## src/inc/hpit_map.svh

```systemverilog
// constants and rule overview for the host process interrupt trigger
//
// Overview of operation
// each qualifying trigger event raises a process interrupt request to the host (code: none is raised while synchronised platform-valid is low)
// the 32-bit supplementary info word travels with each request
// with both-edges select low only a rising trigger edge qualifies
// with both-edges select high every trigger transition qualifies
// a new request is issued only while none awaits acknowledgement
// an event during an unacknowledged request sets the error flag instead
// error flag clears on host acknowledge or while clear-error input is high
// device never stalls; a pending flag remembers the open request
// host acknowledges only after its handler routine has finished
// error flag held high while the platform-valid input is false
// reset clears previous trigger level, pending flag and error flag
`ifndef HPIT_MAP_SVH
`define HPIT_MAP_SVH

// ------------------------------------------------------------------
// apb register offsets
// ------------------------------------------------------------------
`define HPIT_CTRL_OFS    12'h000
`define HPIT_STAT_OFS    12'h004
`define HPIT_INFO_OFS    12'h008
`define HPIT_CNT_OFS     12'h00C

// ------------------------------------------------------------------
// field positions
// ------------------------------------------------------------------
`define HPIT_CTRL_BOTH   0
`define HPIT_CTRL_CLR    1
`define HPIT_STAT_PEND   0
`define HPIT_STAT_ERR    1
`define HPIT_STAT_PLAT   2

// ------------------------------------------------------------------
// reset values
// ------------------------------------------------------------------
`define HPIT_CTRL_RST    2'h0
`define HPIT_INFO_RST    32'h0000_0000

`endif

```

## src/inc/hpit_pkg.sv

```systemverilog
// types for the host process interrupt trigger
package hpit_pkg;
   typedef logic [31:0] hpit_word_t;
   typedef enum logic [1:0] {
      HPIT_IDLE = 2'b00,
      HPIT_PEND = 2'b01
   } hpit_state_e;
endpackage : hpit_pkg

```

## src/verilog/hpit_apb.sv

```systemverilog
// apb slave holding control and info registers
`timescale 1ns/10ps
`include "hpit_map.svh"
module hpit_apb
   import hpit_pkg::*;
(
   // clock and reset
   input  wire logic        core_clk_i,
   input  wire logic        rst_n_i,
   // apb
   input  wire logic        psel,
   input  wire logic        penable,
   input  wire logic        pwrite,
   input  wire logic [11:0] paddr,
   input  wire logic [31:0] pwdata,
   output logic      [31:0] prdata,
   output logic             pready,
   output logic             pslverr,
   // block state
   input  wire logic [2:0]  status_i,
   input  wire logic [31:0] count_i,
   output logic             both_edges_o,
   output logic             clear_error_o,
   output hpit_word_t       info_o
);
   logic [1:0]  ctrl_ff;
   logic [1:0]  nxt_ctrl;
   hpit_word_t  info_ff;
   hpit_word_t  nxt_info;
   logic [31:0] rdata_ff;
   logic [31:0] nxt_rdata;
   logic        err_ff;
   logic        nxt_err;
   logic        setup;
   logic        wr_access;
   logic        hit;

   always_comb begin
      setup     = psel && !penable;
      wr_access = psel && penable && pwrite;
      hit       = (paddr == `HPIT_CTRL_OFS) || (paddr == `HPIT_STAT_OFS)
                  || (paddr == `HPIT_INFO_OFS) || (paddr == `HPIT_CNT_OFS);
      nxt_ctrl  = ctrl_ff;
      nxt_info  = info_ff;
      nxt_rdata = rdata_ff;
      nxt_err   = err_ff;
      if (setup) begin
         nxt_err   = !hit;
         nxt_rdata = 32'h0000_0000;
         if (!pwrite) begin
            case (paddr)
               `HPIT_CTRL_OFS: nxt_rdata = {30'h0, ctrl_ff};
               `HPIT_STAT_OFS: nxt_rdata = {29'h0, status_i};
               `HPIT_INFO_OFS: nxt_rdata = info_ff;
               `HPIT_CNT_OFS:  nxt_rdata = count_i;
               default:        nxt_rdata = 32'h0000_0000;
            endcase
         end
      end
      // writes take effect at the access edge only
      if (wr_access) begin
         case (paddr)
            `HPIT_CTRL_OFS: nxt_ctrl = pwdata[1:0];
            `HPIT_INFO_OFS: nxt_info = pwdata;
            default:        nxt_ctrl = ctrl_ff;
         endcase
      end
   end

   always_ff @(posedge core_clk_i or negedge rst_n_i) begin
      if (!rst_n_i) begin
         ctrl_ff  <= `HPIT_CTRL_RST;
         info_ff  <= `HPIT_INFO_RST;
         rdata_ff <= 32'h0000_0000;
         err_ff   <= 1'b0;
      end else begin
         ctrl_ff  <= nxt_ctrl;
         info_ff  <= nxt_info;
         rdata_ff <= nxt_rdata;
         err_ff   <= nxt_err;
      end
   end

   assign pready        = psel && penable;
   assign prdata        = rdata_ff;
   assign pslverr       = psel && penable && err_ff;
   assign both_edges_o  = ctrl_ff[`HPIT_CTRL_BOTH];
   assign clear_error_o = ctrl_ff[`HPIT_CTRL_CLR];
   assign info_o        = info_ff;
endmodule : hpit_apb

```

## src/verilog/hpit_sync.sv

```systemverilog
// two flip-flop synchroniser for pin inputs
`timescale 1ns/10ps
module hpit_sync #(
   parameter int W = 1
) (
   input  wire logic         core_clk_i,
   input  wire logic         rst_n_i,
   input  wire logic [W-1:0] d_i,
   output logic      [W-1:0] q_o
);
   logic [W-1:0] meta_ff;
   logic [W-1:0] nxt_meta;
   logic [W-1:0] q_ff;
   logic [W-1:0] nxt_q;

   always_comb begin
      nxt_meta = d_i;
      nxt_q    = meta_ff;
   end

   always_ff @(posedge core_clk_i or negedge rst_n_i) begin
      if (!rst_n_i) begin
         meta_ff <= '0;
         q_ff    <= '0;
      end else begin
         meta_ff <= nxt_meta;
         q_ff    <= nxt_q;
      end
   end

   assign q_o = q_ff;
endmodule : hpit_sync

```

## src/verilog/hpit_top.sv

```systemverilog
// host process interrupt trigger: edge detect, request, pending and error
//
// Design decisions made here: the APB register port and the address map.
`timescale 1ns/10ps
`include "hpit_map.svh"
module hpit_top
   import hpit_pkg::*;
(
   // clock and reset
   input  wire logic        core_clk_i,
   input  wire logic        rst_n_i,
   // apb
   input  wire logic        psel,
   input  wire logic        penable,
   input  wire logic        pwrite,
   input  wire logic [11:0] paddr,
   input  wire logic [31:0] pwdata,
   output logic      [31:0] prdata,
   output logic             pready,
   output logic             pslverr,
   // pins
   input  wire logic        trigger_i,
   input  wire logic        platform_valid_i,
   // host interrupt path
   input  wire logic        host_ack_i,
   output logic             host_irq_o,
   output logic      [31:0] supplementary_info_word_o,
   output logic             error_flag_out_o
);
   logic [1:0]  pins_s;
   logic        both_edges_select;
   logic        clear_error_in;
   hpit_word_t  info_reg;
   logic        trig_prev_ff;
   logic        nxt_trig_prev;
   hpit_state_e state_ff;
   hpit_state_e nxt_state;
   logic        err_ff;
   logic        nxt_err;
   logic        irq_ff;
   logic        nxt_irq;
   hpit_word_t  info_ff;
   hpit_word_t  nxt_info;
   logic [31:0] cnt_ff;
   logic [31:0] nxt_cnt;
   logic        event_hit;
   logic        pending;
   logic [1:0]  warm_ff;
   logic [1:0]  nxt_warm;
   logic        plat_ok;

   // ------------------------------------------------------------------
   // input synchronisation
   // ------------------------------------------------------------------
   hpit_sync #(.W(2)) u_sync (
      .core_clk_i (core_clk_i),
      .rst_n_i    (rst_n_i),
      .d_i        ({platform_valid_i, trigger_i}),
      .q_o        (pins_s)
   );

   // ------------------------------------------------------------------
   // registers
   // ------------------------------------------------------------------
   hpit_apb u_apb (
      .core_clk_i    (core_clk_i),
      .rst_n_i       (rst_n_i),
      .psel          (psel),
      .penable       (penable),
      .pwrite        (pwrite),
      .paddr         (paddr),
      .pwdata        (pwdata),
      .prdata        (prdata),
      .pready        (pready),
      .pslverr       (pslverr),
      .status_i      ({pins_s[1], err_ff, pending}),
      .count_i       (cnt_ff),
      .both_edges_o  (both_edges_select),
      .clear_error_o (clear_error_in),
      .info_o        (info_reg)
   );

   // ------------------------------------------------------------------
   // trigger and request logic
   // ------------------------------------------------------------------
   assign pending = (state_ff == HPIT_PEND);

   always_comb begin
      nxt_trig_prev = pins_s[0];
      // sync stages hold reset zeros for two edges; ignore platform pin until filled
      nxt_warm      = {warm_ff[0], 1'b1};
      plat_ok       = pins_s[1] || !warm_ff[1];
      event_hit     = both_edges_select ? (pins_s[0] != trig_prev_ff)
                                        : (pins_s[0] && !trig_prev_ff);
      nxt_state     = state_ff;
      nxt_err       = err_ff;
      nxt_irq       = 1'b0;
      nxt_info      = info_ff;
      nxt_cnt       = cnt_ff;
      case (state_ff)
         HPIT_IDLE: begin
            if (event_hit && plat_ok) begin
               nxt_irq   = 1'b1;
               nxt_info  = info_reg;
               nxt_state = HPIT_PEND;
               nxt_cnt   = cnt_ff + 32'h0000_0001;
            end
         end
         HPIT_PEND: begin
            if (host_ack_i) begin
               nxt_state = HPIT_IDLE;
               nxt_err   = 1'b0;
            end
            if (event_hit) begin
               nxt_err = 1'b1;
            end
         end
         default: nxt_state = HPIT_IDLE;
      endcase
      if (clear_error_in) begin
         nxt_err = 1'b0;
      end
      if (!plat_ok) begin
         nxt_err = 1'b1;
      end
   end

   always_ff @(posedge core_clk_i or negedge rst_n_i) begin
      if (!rst_n_i) begin
         trig_prev_ff <= 1'b0;
         warm_ff      <= 2'h0;
         state_ff     <= HPIT_IDLE;
         err_ff       <= 1'b0;
         irq_ff       <= 1'b0;
         info_ff      <= 32'h0000_0000;
         cnt_ff       <= 32'h0000_0000;
      end else begin
         trig_prev_ff <= nxt_trig_prev;
         warm_ff      <= nxt_warm;
         state_ff     <= nxt_state;
         err_ff       <= nxt_err;
         irq_ff       <= nxt_irq;
         info_ff      <= nxt_info;
         cnt_ff       <= nxt_cnt;
      end
   end

   assign host_irq_o                = irq_ff;
   assign supplementary_info_word_o = info_ff;
   assign error_flag_out_o          = err_ff;
endmodule : hpit_top
```

## config.mk

```make
export PLATFORM = sky130hd
export DESIGN_NAME = hpit_top
export DESIGN_NICKNAME = d
export VERILOG_FILES = /design/src/inc/hpit_pkg.sv /design/src/verilog/hpit_apb.sv /design/src/verilog/hpit_sync.sv /design/src/verilog/hpit_top.sv
export VERILOG_INCLUDE_DIRS = /design/src /design/src/inc
export SDC_FILE = /design/constraint.sdc
export NUM_CORES = 1
export LEC_CHECK = 0
export BUFFER_PORTS_ARGS = -buffer_cell sky130_fd_sc_hd__buf_2
export CORE_MARGIN = 1.5
export CORE_UTILIZATION = 55
export DETAILED_ROUTE_END_ITERATION = 6
export PLACE_DENSITY = 0.82
export SLEW_MARGIN = 10
export SYNTH_ARGS = -nofsm -noshare
export SYNTH_HDL_FRONTEND = slang
export SYNTH_SLANG_ARGS = --single-unit
```

## constraint.sdc

```tcl
create_clock -name core_clk_i -period 3 [get_ports core_clk_i]
set_input_delay 0.3 -clock core_clk_i [delete_from_list [all_inputs] [get_ports core_clk_i]]
set_output_delay 0.3 -clock core_clk_i [all_outputs]
set_load 0.05 [all_outputs]
```

# Word level (Yosys, flattened, before mapping)
# Index checks and enable logic that the tools add are counted.
# op_classes
n_addsub,1
n_eq_ne,9
n_reduce_logical,21
mux,13
# op_table
operator,count
$pmux 32 s4,1
$add 32x1->32 const B,1
$mux 32,1
$eq 12x4->1 const B,2
$eq 12x3->1 const B,1
$logic_not 12->1,1
$reduce_and 2->1,5
$mux 1,8
$logic_and 1x1->1,6
$logic_not 1->1,4
$logic_or 1x1->1,4
$mux 2,2
$ne 2x2->1 const B,2
$ne 4x3->1 const B,1
$pmux 2 s2,1
$ne 3x2->1 const B,1
$eq 2x1->1 const B,1
$logic_not 2->1,1
$ne 1x1->1,1
# word_totals
in_bits,52
elab_cells,57
ff_bits,142
out_inout_bits,68

# Longest topological paths before layout
# logic_depth
depth_word,7
ltp_mapped,9
mapped_depth_nobuf,7

# Hierarchy
# From an unflattened synthesis, not the netlist that was laid out.
# unflattened
cells_unflattened,517
area_unflattened_um2,5921.9
# by_module_without_submodules
module,seq_area_each_um2,area_per_inst_um2,n_inst,cells_per_inst
hpit_apb,1676.6,2976.6,1,240
hpit_top,1751.7,2845.2,1,273
hpit_sync,100.1,100.1,1,4

# Worst setup path before layout
# No wires, ideal clock.
# synth_timing
path_type,register -> register
from,reg u_sync.q_ff[0] (netlist: u_sync.q_o[0])
to,reg cnt_ff[31]
period_less_slack_ns,2.235
required_ns,2.921
setup_slack_ns,0.765
setup_time_ns,0.079
path_buffers,1
stages_incl_launch_ff,8
arrival_ns,2.156
cell_sequence,dfrtp_1 -> ha_1 -> nand2b_1 -> a211o_1 -> or4_4 -> buf_6 -> nor4_4 -> xor2_1
# synth_via
elab_chain_cells,4
word_cells_on_any_way,5
cone_classes,eq/ne (1); mux (1); reduce/logical (3)
# synth_rtl
item,line,source
start: declaration,hpit_sync.sv:13,logic [W-1:0] q_ff;
start signal: assignment,hpit_sync.sv:27,q_ff <= nxt_q;
$ne 1x1->1 or $logic_and 1x1->1 (tied branches),"hpit_top.sv:93, hpit_top.sv:94",
$mux 1 *,hpit_top.sv:93,event_hit = both_edges_select ? (pins_s[0] != trig_prev_ff)
$logic_and 1x1->1 *,hpit_top.sv:102,if (event_hit && plat_ok) begin
$reduce_and 2->1 (no source line) *,--,
end signal: assignment,hpit_top.sv:144,cnt_ff <= nxt_cnt;
end: declaration,hpit_top.sv:44,logic [31:0] cnt_ff;
# Mark *: on every way between the ends. The rest lies on a longest branch, timed or not.
# A chain may end at the register's enable or synchronous reset.

# Final worst setup path
# layout_timing
from,reg u_sync.q_ff[0] (netlist: u_sync.q_o[0])
to,reg cnt_ff[3]
# The elaborated chain is that of the path after synthesis.

==> results.md <==
* Ranking of synthesized cells by area: dfrtp_1 60%, nand2_1 9.9%, mux2_2 6.5%
* Met1 Use GR at 33.7%
* Post-layout min period at 2440 ps
* Largest area contributor in the netlist: dfrtp_1
* Power per Cell Area at 564 nW/um2
* Synth warn at 0
* Worst-path clk slew at 60 ps
* Final hold slack at 24.5 ps
* CTS sink cnt at 141
* DRC at 0
* Worst EP arrival at 2850 ps
* Worst Hold Class: in2reg
* Number of vias per cell at 5.40
* Slew margin rel. at 36.0%
* Total negative setup slack at 0 ps
* Setup-failing EPs final at 0
* Synth top area share at 60.3%
* Post-synthesis sequential area ratio at 60.3%
* Outcome: completed
* Post-synthesis adder-cell area fraction at 0.428%
* Commonest non-fill, non-tap cell in the layout: nand2_1
* Mean Syn Cell Area at 11.3 um2
* Global placement routability congestion at 0.787
* Fin. max-slew vios at 0
* CTS H-tree depth at 4
* Leak pwr at 3.98 nW
* Synth Area in Compound Gates at 3.83%
* Synth-to-Final Area Change at 27.8%
* RSZ-0062 raised after global routing: false
* Layout cell share with drive strength beyond 1 at 29.9%
* Insertion delay to the later sink of the worst-skew pair at 530 ps
* Final hold vios at 0
* Post-Route WL at 13900 um
* I/O Pins at 120
* Syn_nets at 573
* Fin area at 7480 um2
* Critical Path Start Type: register
* Worst Path Max Fanout at 38
* Flops & latches, synth at 141
* Synth unique cells at 41
* Post-Synth XOR/XNOR Area at 4.64%
* DIE WIDTH at 106 um
* Vias in the first global route at 4658
* Total CTS buffers at 17
* DR iter-0 viols at 274
* Area after DPL at 6610 um2
* DRT Pass-1 Iters at 4
* Syn Std Cell Area at 5850 um2
* Detailed Place HPWL at 8620 um
* Met3 track demand over resource at 7.97%
* CTS root buffer: clkbuf_8
* Vias at 4436
* Die Ht at 106 um
* Simple-gate share of the synthesized area at 16.6%
* Post-CTS Setup Bufs at 0
* Antenna Cells at 0
* Worst EP required at 3410 ps
* GRT busiest layer: met2
* IO Port Bufs at 119
* Die footprint at 11300 um2
* Mux cell area share after synthesis at 12.3%
* Critical Path End Type: register
* Slew @ Worst Pin at 960 ps
* Antenna violations before repair at 0
* Grt ovf at 0
* Pin count of the biggest net entering global routing at 79
* Crit path kind: reg2reg
* Row count at 37
* Core footprint at 10300 um2
* Tcrit/Tclk final at 81.3%
* Clock skew at 9.94 ps
* Met2 usage at 44.6%
* Clock buffer depth at 2
* DR WL/cell at 16.9 um
* Initial Util at 56.7%
* CTS tree: yes
* Nets at 727
* Routed Antenna Nets at 0
* Max VDD drop at 0.371 mV
* Most frequent cells in the layout: 155 x nand2_1, 141 x dfrtp_1, 118 x buf_2
* All-layer global routing usage at 27.1%
* Max Cap Violations at 0
* Synth Instances at 519
* Tot Pwr at 0.00421 W
* Combinational family with the most area after synthesis: simple AND/OR/NAND/NOR gates
* Max Freq at 410 MHz
* First-pass GRT wire length at 23300 um
-- registers in the layout, indices dropped and copies added (netlist names), 2 cells and up --
name and flops:
warm_ff 2, u_apb.prdata 32, supplementary_info_word_o 32, u_sync.q_o 2, cnt_ff 32, u_apb.info_o 32
u_apb.ctrl_ff 2, u_sync.meta_ff 2
-- Yosys cell counts, drive strengths merged --
cell type	instances
or4	1
dfrtp	141
xor2	14
nand2	155
or3	1
and2	3
nor2b	1
nand3	9
nor2	11
or2	1
a2111oi	1
o31ai	1
ha	2
nor4	4
mux4	2
and3	6
xnor2	17
conb	1
mux2	34
nor3	5
nand3b	1
nand2b	6
mux2i	29
o21ai	34
clkbuf	17
a21oi	3
nor4b	1
and4	3
nand4	4
a211o	1
inv	3
o21bai	1
buf	6
-- worst max-delay path, stage by stage, from the launching register on --
cell and delay, ps:
dfrtp_1 390, ha_1 280, nand2b_1 190, a211o_1 290, buf_4 280, inv_2 460, nand3_1 230, xnor2_1 170
-- layout make-up --
type | instances | area, um2
fillers | 664 | 2850
flip-flops and latches | 141 | 3530
clock inverters | 13 | 125
repair buffers | 158 | 1000
multi-input cells | 352 | 2220
well taps | 136 | 170
inverters | 3 | 11.3
clock buffers | 19 | 422
-- kinds of logic (layout without fill, tap and decap cells) --
| logic type | after synthesis | count (layout) |
|---|---|---|
| simple gates | 212 | 212 |
| compound gates | 41 | 41 |
| buf+inv | 26 | 193 |
| xor+xnor | 31 | 31 |
| flops | 141 | 141 |
| fa+ha+maj | 2 | 2 |
| other cells | 1 | 1 |
| mux | 65 | 65 |
-- layer usage --
metal	part of all wire (%)	vias to the layer above
met2	51	128
met5	0	-
met3	4.9	29
li1	-	2051
met1	42	2228
met4	2.2	0
-- power breakdown --
group / switching, W / internal, W / leakage (nW)
combinational: 0.000156 / 0.000116 / 1.78
sequential: 0.0000480 / 0.00194 / 1.94
clock: 0.000781 / 0.00117 / 0.263
total: 0.000985 / 0.00323 / 3.98
-- stage by stage --
stage,setup WS (ps),utilization [%],instances
final,561,72.4,822
after CTS,589,72.4,822
after detailed placement,646,64.0,758
after floorplan,765,-,519
after global routing,454,72.4,822
after global placement,762,64.0,758
-- repair_timing --
item	4_1_cts	5_1_grt
hold endpoints to repair	108	0
hold buffers	32	0
gates resized for setup	0	0
-- worst paths after layout --
| kind | from | endpoint | slack [ps] | depth (start not counted) |
|---|---|---|---|---|
| worst max-delay path | u_sync.q_o[0] | cnt_ff[3] | 560 | 7 |
| worst min-delay path | pwdata[13] | u_apb.info_o[13] | 20 | 2 |
| worst max register to register | u_sync.q_o[0] | cnt_ff[3] | 560 | 7 |
| worst min register to register | u_sync.meta_ff[1] | u_sync.q_o[1] | 360 | 0 |
| max in group asynchronous | rst_n_i | cnt_ff[0] | 1850 | 3 |
| min in group asynchronous | rst_n_i | u_apb.info_o[15] | 360 | 2 |
(Power assumes the default switching activity.)
